File: src/hw/hpg_pkg.sv
// package: register map, field positions and reset values of the host-port gpio overlay
package hpg_pkg;

   // ---------------------------------------------------------------
   // register byte addresses
   // ---------------------------------------------------------------
   localparam logic [31:0] HPG_ADDR_GROUP_EN = 32'h4300_000c;
   localparam logic [31:0] HPG_ADDR_DATA_DIR = 32'h4300_0010;
   localparam logic [31:0] HPG_ADDR_DATA_VAL = 32'h4300_0014;
   localparam logic [31:0] HPG_ADDR_CTRL_DIR = 32'h4300_0018;
   localparam logic [31:0] HPG_ADDR_CTRL_VAL = 32'h4300_001c;
   localparam logic [31:0] HPG_ADDR_ADDR_DIR = 32'h4300_0020;
   localparam logic [31:0] HPG_ADDR_ADDR_VAL = 32'h4300_0024;

   // ---------------------------------------------------------------
   // group enable bit positions
   // ---------------------------------------------------------------
   localparam int HPG_EN_ADDR_HI = 12;
   localparam int HPG_EN_ADDR_LO = 11;
   localparam int HPG_EN_DATA_B3 = 10;
   localparam int HPG_EN_DATA_B0 = 7;
   localparam int HPG_EN_INTR = 6;
   localparam int HPG_EN_READY = 5;
   localparam int HPG_EN_HALFWORD = 4;
   localparam int HPG_EN_BYTE_EN = 3;
   localparam int HPG_EN_ADDR_STB = 2;
   localparam int HPG_EN_ACC_TYPE = 1;
   localparam int HPG_EN_XFER = 0;

   // writable bits; 4 and 16:13 are kept as storage but steer nothing
   localparam logic [31:0] HPG_EN_MASK = 32'h0001_ffff;

   // ---------------------------------------------------------------
   // control pin bit map (shared by direction and value registers)
   // ---------------------------------------------------------------
   localparam int HPG_CTL_BE0 = 11;
   localparam int HPG_CTL_READY = 10;
   localparam int HPG_CTL_RSVD = 9;
   localparam int HPG_CTL_INTR = 8;
   localparam int HPG_CTL_ACC0 = 7;
   localparam int HPG_CTL_ACC1 = 6;
   localparam int HPG_CTL_HALFWORD = 5;
   localparam int HPG_CTL_RW = 4;
   localparam int HPG_CTL_DS2 = 3;
   localparam int HPG_CTL_DS1 = 2;
   localparam int HPG_CTL_CS = 1;
   localparam int HPG_CTL_ADDR_STB = 0;
   localparam int HPG_CTL_W = 15;
   localparam logic [31:0] HPG_CTL_MASK = 32'h0000_7fff;
   localparam logic [31:0] HPG_ADDR_MASK = 32'h0000_ffff;

   localparam int HPG_DATA_W = 32;
   localparam int HPG_ADDR_W = 16;
   localparam logic [31:0] HPG_RESET_VAL = 32'h0000_0000;

endpackage : hpg_pkg

File: src/hw/hpg_gpio.sv
// top: host-port pin gpio overlay with register port and pin muxing
//
// Added by the designer: strobed register access.
`timescale 1ns/1ps
// Contract
// - enable bit 12 gives upper address byte pins to gpio, bit 11 lower
// - enable bits 10..7 give data byte lanes 3..0 to gpio
// - bit 6 makes interrupt pin gpio, bit 5 the ready pin
// - bit 3 converts all byte enables, bit 2 the address strobe
// - bit 1 converts both access-type pins to gpio
// - bit 0 converts chip select, data strobes and read/write together
// - data direction bit one means output, effective only while gpio
// - gpio input data bit reads live pin; writes leave pin alone
// - gpio output data bit drives pin and reads back written value
// - control direction bits map byte enables, ready, interrupt, access, strobes
// - gpio input control bit reads pin level; writes ignored at pin
// - gpio output control bit drives pin, reads back, same bit map
// - address direction register sets each of sixteen address pins
module hpg_gpio
   import hpg_pkg::*;
(
   input wire logic mclk,
   input wire logic rst_n,
   input wire logic [31:0] reg_addr,
   input wire logic [31:0] reg_wdata,
   input wire logic reg_wr,
   input wire logic reg_rd,
   output logic [31:0] reg_rdata,
   input wire logic [HPG_DATA_W-1:0] host_data_pins_in,
   output logic [HPG_DATA_W-1:0] host_data_pins_out,
   output logic [HPG_DATA_W-1:0] host_data_pins_oe,
   input wire logic [HPG_DATA_W-1:0] port_data_out,
   input wire logic [HPG_DATA_W-1:0] port_data_oe,
   input wire logic [HPG_ADDR_W-1:0] host_address_pins_in,
   output logic [HPG_ADDR_W-1:0] host_address_pins_out,
   output logic [HPG_ADDR_W-1:0] host_address_pins_oe,
   input wire logic [HPG_ADDR_W-1:0] port_addr_out,
   input wire logic [HPG_ADDR_W-1:0] port_addr_oe,
   input wire logic [HPG_CTL_W-1:0] control_pins_in,
   output logic [HPG_CTL_W-1:0] control_pins_out,
   output logic [HPG_CTL_W-1:0] control_pins_oe,
   input wire logic [HPG_CTL_W-1:0] port_ctrl_out,
   input wire logic [HPG_CTL_W-1:0] port_ctrl_oe,
   output logic [HPG_CTL_W-1:0] port_ctrl_gpio
);
   // ---------------------------------------------------------------
   // register state
   // ---------------------------------------------------------------
   logic [31:0] group_enable_reg, group_enable_next;
   logic [31:0] data_dir_reg, data_dir_next;
   logic [31:0] data_val_reg, data_val_next;
   logic [31:0] ctrl_dir_reg, ctrl_dir_next;
   logic [31:0] ctrl_val_reg, ctrl_val_next;
   logic [31:0] addr_dir_reg, addr_dir_next;
   logic [31:0] addr_val_reg, addr_val_next;
   logic [31:0] rdata_reg, rdata_next;
   logic [HPG_DATA_W-1:0] dpin_out_reg, dpin_oe_reg;
   logic [HPG_ADDR_W-1:0] apin_out_reg, apin_oe_reg;
   logic [HPG_CTL_W-1:0] cpin_out_reg, cpin_oe_reg, cgpio_reg;

   // ---------------------------------------------------------------
   // group to pin selects
   // ---------------------------------------------------------------
   function automatic logic [7:0] hpg_lane(input logic en);
      hpg_lane = {8{en}};
   endfunction : hpg_lane

   logic [HPG_DATA_W-1:0] data_sel;
   logic [HPG_ADDR_W-1:0] addr_sel;
   logic [HPG_CTL_W-1:0] ctrl_sel;

   always_comb begin
      data_sel = {hpg_lane(group_enable_reg[HPG_EN_DATA_B3]),
                  hpg_lane(group_enable_reg[HPG_EN_DATA_B3-1]),
                  hpg_lane(group_enable_reg[HPG_EN_DATA_B0+1]),
                  hpg_lane(group_enable_reg[HPG_EN_DATA_B0])};
      addr_sel = {hpg_lane(group_enable_reg[HPG_EN_ADDR_HI]),
                  hpg_lane(group_enable_reg[HPG_EN_ADDR_LO])};
      ctrl_sel = '0;
      ctrl_sel[HPG_CTL_BE0 +: 4] = {4{group_enable_reg[HPG_EN_BYTE_EN]}};
      ctrl_sel[HPG_CTL_ADDR_STB] = group_enable_reg[HPG_EN_ADDR_STB];
      ctrl_sel[HPG_CTL_READY] = group_enable_reg[HPG_EN_READY];
      ctrl_sel[HPG_CTL_INTR] = group_enable_reg[HPG_EN_INTR];
      ctrl_sel[HPG_CTL_ACC0] = group_enable_reg[HPG_EN_ACC_TYPE];
      ctrl_sel[HPG_CTL_ACC1] = group_enable_reg[HPG_EN_ACC_TYPE];
      ctrl_sel[HPG_CTL_RW] = group_enable_reg[HPG_EN_XFER];
      ctrl_sel[HPG_CTL_DS2] = group_enable_reg[HPG_EN_XFER];
      ctrl_sel[HPG_CTL_DS1] = group_enable_reg[HPG_EN_XFER];
      ctrl_sel[HPG_CTL_CS] = group_enable_reg[HPG_EN_XFER];
      // halfword select and the reserved slot stay host-port whatever is written
      ctrl_sel[HPG_CTL_HALFWORD] = 1'b0;
      ctrl_sel[HPG_CTL_RSVD] = 1'b0;
   end

   // ---------------------------------------------------------------
   // pin cells
   // ---------------------------------------------------------------
   logic [HPG_DATA_W-1:0] dpin_out_next, dpin_oe_next, data_rd;
   logic [HPG_ADDR_W-1:0] apin_out_next, apin_oe_next, addr_rd;
   logic [HPG_CTL_W-1:0] cpin_out_next, cpin_oe_next, ctrl_rd;

   hpg_pin_cell #(.WIDTH(HPG_DATA_W)) u_data_cell (
      .gpio_sel(data_sel),
      .gpio_dir(data_dir_reg),
      .gpio_out(data_val_reg),
      .gpio_store(data_val_reg),
      .func_out(port_data_out),
      .func_oe(port_data_oe),
      .pin_in(host_data_pins_in),
      .pin_out_next(dpin_out_next),
      .pin_oe_next(dpin_oe_next),
      .read_val(data_rd)
   );

   hpg_pin_cell #(.WIDTH(HPG_ADDR_W)) u_addr_cell (
      .gpio_sel(addr_sel),
      .gpio_dir(addr_dir_reg[HPG_ADDR_W-1:0]),
      .gpio_out(addr_val_reg[HPG_ADDR_W-1:0]),
      .gpio_store(addr_val_reg[HPG_ADDR_W-1:0]),
      .func_out(port_addr_out),
      .func_oe(port_addr_oe),
      .pin_in(host_address_pins_in),
      .pin_out_next(apin_out_next),
      .pin_oe_next(apin_oe_next),
      .read_val(addr_rd)
   );

   hpg_pin_cell #(.WIDTH(HPG_CTL_W)) u_ctrl_cell (
      .gpio_sel(ctrl_sel),
      .gpio_dir(ctrl_dir_reg[HPG_CTL_W-1:0]),
      .gpio_out(ctrl_val_reg[HPG_CTL_W-1:0]),
      .gpio_store(ctrl_val_reg[HPG_CTL_W-1:0]),
      .func_out(port_ctrl_out),
      .func_oe(port_ctrl_oe),
      .pin_in(control_pins_in),
      .pin_out_next(cpin_out_next),
      .pin_oe_next(cpin_oe_next),
      .read_val(ctrl_rd)
   );

   // ---------------------------------------------------------------
   // register writes and reads
   // ---------------------------------------------------------------
   always_comb begin
      group_enable_next = group_enable_reg;
      data_dir_next = data_dir_reg;
      data_val_next = data_val_reg;
      ctrl_dir_next = ctrl_dir_reg;
      ctrl_val_next = ctrl_val_reg;
      addr_dir_next = addr_dir_reg;
      addr_val_next = addr_val_reg;
      rdata_next = '0;
      if (reg_wr) begin
         case (reg_addr)
            HPG_ADDR_GROUP_EN: group_enable_next = reg_wdata & HPG_EN_MASK;
            HPG_ADDR_DATA_DIR: data_dir_next = reg_wdata;
            // stored even for input pins; the pin only sees it once an output
            HPG_ADDR_DATA_VAL: data_val_next = reg_wdata;
            HPG_ADDR_CTRL_DIR: ctrl_dir_next = reg_wdata & HPG_CTL_MASK;
            HPG_ADDR_CTRL_VAL: ctrl_val_next = reg_wdata & HPG_CTL_MASK;
            HPG_ADDR_ADDR_DIR: addr_dir_next = reg_wdata & HPG_ADDR_MASK;
            HPG_ADDR_ADDR_VAL: addr_val_next = reg_wdata & HPG_ADDR_MASK;
            default: ;
         endcase
      end
      if (reg_rd) begin
         case (reg_addr)
            HPG_ADDR_GROUP_EN: rdata_next = group_enable_reg;
            HPG_ADDR_DATA_DIR: rdata_next = data_dir_reg;
            HPG_ADDR_DATA_VAL: rdata_next = data_rd;
            HPG_ADDR_CTRL_DIR: rdata_next = ctrl_dir_reg;
            HPG_ADDR_CTRL_VAL: rdata_next = {17'h0_0000, ctrl_rd};
            HPG_ADDR_ADDR_DIR: rdata_next = addr_dir_reg;
            HPG_ADDR_ADDR_VAL: rdata_next = {16'h0000, addr_rd};
            default: rdata_next = '0;
         endcase
      end
   end

   always_ff @(posedge mclk) begin
      if (!rst_n) begin
         group_enable_reg <= HPG_RESET_VAL;
         data_dir_reg <= HPG_RESET_VAL;
         data_val_reg <= HPG_RESET_VAL;
         ctrl_dir_reg <= HPG_RESET_VAL;
         ctrl_val_reg <= HPG_RESET_VAL;
         addr_dir_reg <= HPG_RESET_VAL;
         addr_val_reg <= HPG_RESET_VAL;
         rdata_reg <= HPG_RESET_VAL;
         dpin_out_reg <= '0;
         dpin_oe_reg <= '0;
         apin_out_reg <= '0;
         apin_oe_reg <= '0;
         cpin_out_reg <= '0;
         cpin_oe_reg <= '0;
         cgpio_reg <= '0;
      end else begin
         group_enable_reg <= group_enable_next;
         data_dir_reg <= data_dir_next;
         data_val_reg <= data_val_next;
         ctrl_dir_reg <= ctrl_dir_next;
         ctrl_val_reg <= ctrl_val_next;
         addr_dir_reg <= addr_dir_next;
         addr_val_reg <= addr_val_next;
         rdata_reg <= rdata_next;
         // registered pins add one cycle of latency to the host-port path too
         dpin_out_reg <= dpin_out_next;
         dpin_oe_reg <= dpin_oe_next;
         apin_out_reg <= apin_out_next;
         apin_oe_reg <= apin_oe_next;
         cpin_out_reg <= cpin_out_next;
         cpin_oe_reg <= cpin_oe_next;
         cgpio_reg <= ctrl_sel;
      end
   end

   assign reg_rdata = rdata_reg;
   assign host_data_pins_out = dpin_out_reg;
   assign host_data_pins_oe = dpin_oe_reg;
   assign host_address_pins_out = apin_out_reg;
   assign host_address_pins_oe = apin_oe_reg;
   assign control_pins_out = cpin_out_reg;
   assign control_pins_oe = cpin_oe_reg;
   assign port_ctrl_gpio = cgpio_reg;

endmodule : hpg_gpio

File: src/hw/hpg_pin_cell.sv
// pin cell: selects between host-port function and gpio for a vector of pins
`timescale 1ns/1ps
module hpg_pin_cell
   import hpg_pkg::*;
#(
   parameter int WIDTH = 32
) (
   input wire logic [WIDTH-1:0] gpio_sel,
   input wire logic [WIDTH-1:0] gpio_dir,
   input wire logic [WIDTH-1:0] gpio_out,
   input wire logic [WIDTH-1:0] gpio_store,
   input wire logic [WIDTH-1:0] func_out,
   input wire logic [WIDTH-1:0] func_oe,
   input wire logic [WIDTH-1:0] pin_in,
   output logic [WIDTH-1:0] pin_out_next,
   output logic [WIDTH-1:0] pin_oe_next,
   output logic [WIDTH-1:0] read_val
);
   always_comb begin
      pin_oe_next = (gpio_sel & gpio_dir) | (~gpio_sel & func_oe);
      pin_out_next = (gpio_sel & gpio_out) | (~gpio_sel & func_out);
      // input gpio reads the live pin, otherwise the stored bit
      read_val = (gpio_sel & ~gpio_dir & pin_in) | (~(gpio_sel & ~gpio_dir) & gpio_store);
   end
endmodule : hpg_pin_cell

File: config.mk
export PLATFORM = sky130hd
export DESIGN_NAME = hpg_gpio
export DESIGN_NICKNAME = d
export VERILOG_FILES = /design/src/hw/hpg_pkg.sv /design/src/hw/hpg_gpio.sv /design/src/hw/hpg_pin_cell.sv
export SDC_FILE = /design/constraint.sdc
export NUM_CORES = 1
export LEC_CHECK = 0
export BUFFER_PORTS_ARGS = -buffer_cell sky130_fd_sc_hd__buf_2
export CORE_UTILIZATION = 36
export DETAILED_ROUTE_END_ITERATION = 8
export PLACE_DENSITY_LB_ADDON = 0.2
export SLEW_MARGIN = 10
export SYNTH_ARGS = -nofsm -noshare
export SYNTH_HDL_FRONTEND = slang
export SYNTH_SLANG_ARGS = --single-unit
File: constraint.sdc
create_clock -name mclk -period 5.2 [get_ports mclk]
set_input_delay 0 -clock mclk [delete_from_list [all_inputs] [get_ports mclk]]
set_output_delay 0 -clock mclk [all_outputs]
set_load 0.1 [all_outputs]
==> run_summary.xml <==
<?xml version="1.0" encoding="UTF-8"?>
<metrics>
  <group name="timing">
    <metric name="final_max_slew_viol_count" unit="">0</metric>
    <metric name="finalCriticalPeriod" unit="ns">2.87</metric>
    <metric name="timing_hold_violations_final" unit="">0</metric>
    <metric name="relSlewSlack" unit="%">25.3</metric>
    <metric name="grt_setup_unrepaired" unit="">no</metric>
    <metric name="totalNegativeSetupSlack" unit="ns">0</metric>
    <metric name="setup_viol_count_final" unit="">0</metric>
    <metric name="whs" unit="ns">0.0243</metric>
    <metric name="tightestPinTransition" unit="ns">1.11</metric>
    <metric name="worst_clock_skew" unit="ns">0.0253</metric>
    <metric name="maxClockFrequency" unit="GHz">0.348</metric>
    <metric name="final.period_utilization" unit="%">55.2</metric>
  </group>
  <group name="synth">
    <metric name="synth_area_per_cell" unit="um2">10.2</metric>
    <metric name="postSynthRegisterBits" unit="">307</metric>
    <metric name="seq_area_frac_synth" unit="%">47.2</metric>
    <metric name="postSynth.topFlopCell" unit="">sky130_fd_sc_hd__dfxtp_1</metric>
    <metric name="synth_largest_type_area_fraction" unit="%">47.2</metric>
    <metric name="netlist_top_cells_area" unit="">sky130_fd_sc_hd__dfxtp_1, sky130_fd_sc_hd__mux2i_1, sky130_fd_sc_hd__nor2b_1, sky130_fd_sc_hd__nand2_1, sky130_fd_sc_hd__o22a_1</metric>
    <metric name="postSynth.asyncResetShare" unit="%">0</metric>
    <metric name="synthTopCellsByCount" unit="">sky130_fd_sc_hd__mux2i_1, sky130_fd_sc_hd__dfxtp_1, sky130_fd_sc_hd__nand2_1, sky130_fd_sc_hd__nor2b_1, sky130_fd_sc_hd__clkbuf_1</metric>
    <metric name="synth_area" unit="um2">13000</metric>
    <metric name="synth_top_cell_by_area" unit="">sky130_fd_sc_hd__dfxtp_1</metric>
    <metric name="yosys.cell_types.count" unit="">42</metric>
    <metric name="yosysMostFrequentCell" unit="">sky130_fd_sc_hd__mux2i_1</metric>
    <metric name="ys.warnings.count" unit="">0</metric>
    <metric name="synthesis.instances" unit="">1276</metric>
    <metric name="number_of_flops_mapped_to_enable_cells_by_yosys" unit="">0</metric>
  </group>
  <group name="floorplan">
    <metric name="die_h" unit="um">192</metric>
    <metric name="fp-row-count" unit="">69</metric>
    <metric name="core_box_area" unit="um2">35600</metric>
    <metric name="die_x" unit="um">192</metric>
    <metric name="ioPinCount" unit="">430</metric>
    <metric name="floorplan.initialDensity" unit="%">36.6</metric>
    <metric name="dieArea" unit="um2">36900</metric>
  </group>
  <group name="clocking">
    <metric name="ctsResizeCount" unit="">0</metric>
    <metric name="cts_setup_buffers" unit="">0</metric>
    <metric name="max_root_sink_buffers" unit="">3</metric>
    <metric name="cts_hold_buf" unit="">177</metric>
    <metric name="clkSinkCount" unit="">307</metric>
    <metric name="ctsHtreeMaxLevel" unit="">2</metric>
    <metric name="clk_pin_slew" unit="ns">0.06</metric>
    <metric name="cts_tree" unit="">built</metric>
    <metric name="cts-buffers-inserted" unit="">37</metric>
    <metric name="cell_at_the_root_of_the_clock_tree" unit="">sky130_fd_sc_hd__clkbuf_16</metric>
    <metric name="clock_latency" unit="ns">0.53</metric>
  </group>
  <group name="placement">
    <metric name="placed_cells_incl_taps" unit="">2088</metric>
    <metric name="port_buffers" unit="">425</metric>
    <metric name="place.detailed.hpwl" unit="mm">31.2</metric>
    <metric name="gpl.final_weighted_congestion" unit="">0.857</metric>
  </group>
  <group name="layout">
    <metric name="instances_no_fill" unit="">2334</metric>
    <metric name="final_nets" unit="">2100</metric>
    <metric name="drive_above_1_share" unit="%">28.9</metric>
    <metric name="syn2layout_area_growth" unit="%">42.5</metric>
    <metric name="final.fill_count" unit="">3268</metric>
    <metric name="layout.core_utilization" unit="%">52.2</metric>
  </group>
  <group name="pwr">
    <metric name="netSwitchingFraction" unit="%">27.1</metric>
    <metric name="power.static_leakage" unit="nW">7.48</metric>
    <metric name="power_report.internal_total" unit="mW">4.30</metric>
    <metric name="peakVddDrop" unit="uV">276</metric>
    <metric name="clock_power_share" unit="%">45.4</metric>
    <metric name="share_comb_of_total_power" unit="%">13.6</metric>
    <metric name="power_per_cell_area" unit="nW/um2">318</metric>
    <metric name="power.share.sequential" unit="%">41.0</metric>
    <metric name="power.switching" unit="mW">1.60</metric>
    <metric name="report.power.total" unit="mW">5.89</metric>
  </group>
  <group name="worst_setup_path">
    <metric name="path_cells" unit="">buf_2 -&gt; nor4_1 -&gt; nand4_1 -&gt; or4b_2 -&gt; a31oi_1 -&gt; dlygate4sd3_1</metric>
    <metric name="reg2reg_from" unit="">group_enable_reg[12]</metric>
    <metric name="timing.critical_path.from_type" unit="">primary input</metric>
    <metric name="critical_path_at" unit="ns">3.34</metric>
    <metric name="reg2reg_slack" unit="ns">2.36</metric>
    <metric name="max_stage_delay" unit="ns">1.14</metric>
    <metric name="worstSetupEndpointType" unit="">flip-flop</metric>
    <metric name="r2r.worst_path.cells" unit="">6</metric>
    <metric name="worst-endpoint-required" unit="ns">5.67</metric>
    <metric name="timing.critical_path.slowest_stage_cell" unit="">sky130_fd_sc_hd__or4b_2</metric>
    <metric name="worstSetupPathType" unit="">primary input to flip-flop</metric>
    <metric name="timing.rr.end" unit="">reg_rdata[9]</metric>
    <metric name="path_max_fanout" unit="">31</metric>
  </group>
  <group name="min_path">
    <metric name="hold_start" unit="">reg_wdata[14]</metric>
    <metric name="worstHoldPathCells" unit="">3</metric>
    <metric name="worst_hold_path_ep" unit="">data_dir_reg[14]</metric>
    <metric name="hp-class" unit="">primary input to flip-flop</metric>
  </group>
  <group name="routing">
    <metric name="drt_iter0_drc" unit="">556</metric>
    <metric name="drt-total-wl" unit="mm">45.7</metric>
    <metric name="wire_per_inst" unit="um">19.6</metric>
    <metric name="route.detailed.drc" unit="">0</metric>
    <metric name="dr.pass1.iters" unit="">5</metric>
    <metric name="detail_routed_via_count_per_cell" unit="">4.88</metric>
    <metric name="via_count" unit="">11400</metric>
    <metric name="drt.antenna.violating_nets" unit="">0</metric>
  </group>
  <group name="job">
    <metric name="max_cap_viol_count" unit="">0</metric>
  </group>
  <group name="global_routing">
    <metric name="grt_overflow_total" unit="">0</metric>
    <metric name="via_count_of_the_first_global_routing_pass" unit="">11400</metric>
    <metric name="grt_use_total" unit="%">24.1</metric>
    <metric name="largest_net_degree_at_the_start_of_global_routing" unit="">158</metric>
    <metric name="grt_pass1_wl" unit="mm">67.1</metric>
    <metric name="grt_antenna_before_repair" unit="">6</metric>
  </group>
  <group name="outcome">
    <metric name="outcome" unit="">finished clean</metric>
  </group>
</metrics>
## power groups by stage
stage	sequential [mW]	combinational [mW]	clock [mW]
detailed placement	2.47	0.697	0
finish	2.42	0.802	2.67
CTS	2.42	0.802	2.73
global route	2.42	0.841	2.83
global placement	2.47	0.694	0
floorplan	2.85	0.124	0
## cell usage in the layout, fill, tap and decap left out, types with 17 or more instances in the layout
master / instances
sky130_fd_sc_hd__o22a_1: 28
sky130_fd_sc_hd__buf_4: 23
sky130_fd_sc_hd__mux2_2: 17
sky130_fd_sc_hd__dfxtp_1: 306
sky130_fd_sc_hd__nand2_1: 193
sky130_fd_sc_hd__mux2i_1: 323
sky130_fd_sc_hd__dlygate4sd3_1: 177
sky130_fd_sc_hd__buf_2: 424
sky130_fd_sc_hd__clkbuf_16: 39
sky130_fd_sc_hd__nor2b_1: 184
## how the worst max path moves through the flow
stage,start,end,slack (ns),depth (start not counted)
6_report,reg_addr[12],reg_rdata[9],2.33,6
5_1_grt,reg_addr[12],reg_rdata[12],2.22,6
4_1_cts,reg_addr[12],reg_rdata[12],2.27,6
3_5_place_dp,reg_addr[12],ctrl_val_reg[9],1.83,6
3_3_place_gp,reg_addr[12],ctrl_val_reg[12],1.93,6
2_1_floorplan,reg_addr[5],ctrl_val_reg[10],3.21,7
## worst max-delay path, delay by kind of cell
family / cells / cell delay (ns)
and+or+nand+nor: 3 / 2.36
buffers and inverters: 2 / 0.67
AOI/OAI and AO/OA: 1 / 0.30
## layout make-up
class	count	area, um2	area share [%]
Antenna cell	5	12.5	0.0674
Clock buffer	51	1080	5.83
Clock inverter	13	175	0.944
Inverter	7	26.3	0.142
Multi-Input combinational cell	865	6460	34.8
Sequential cell	307	6150	33.1
Tap cell	461	577	3.11
Timing Repair Buffer	625	4080	22.0
## through the flow
stage,setup slack [ns],area [um2]
finish,2.33,18600
global route,2.22,18600
CTS,2.27,18500
detailed placement,1.83,15500
global placement,1.93,15500
floorplan,3.21,13000
## cell families (layout without fill, tap and decap cells)
kind of cell,count (synthesis),after routing,synth area share (%)
AOI/OAI and AO/OA,81,81,4.84
and+or+nand+nor,442,442,18.0
muxes,340,340,26.3
buffers and inverters,105,696,3.65
other,1,7,0.0288
DFF,307,307,47.2
## metal layers
layer,track usage [%],part of all wire [%],up-vias
li1,-,-,5507
met1,31.7,45,5406
met2,39.1,46,410
met3,5.52,7.1,61
met4,7.33,2.0,0
met5,0,0,-
Power figures use the tool's default switching activity.
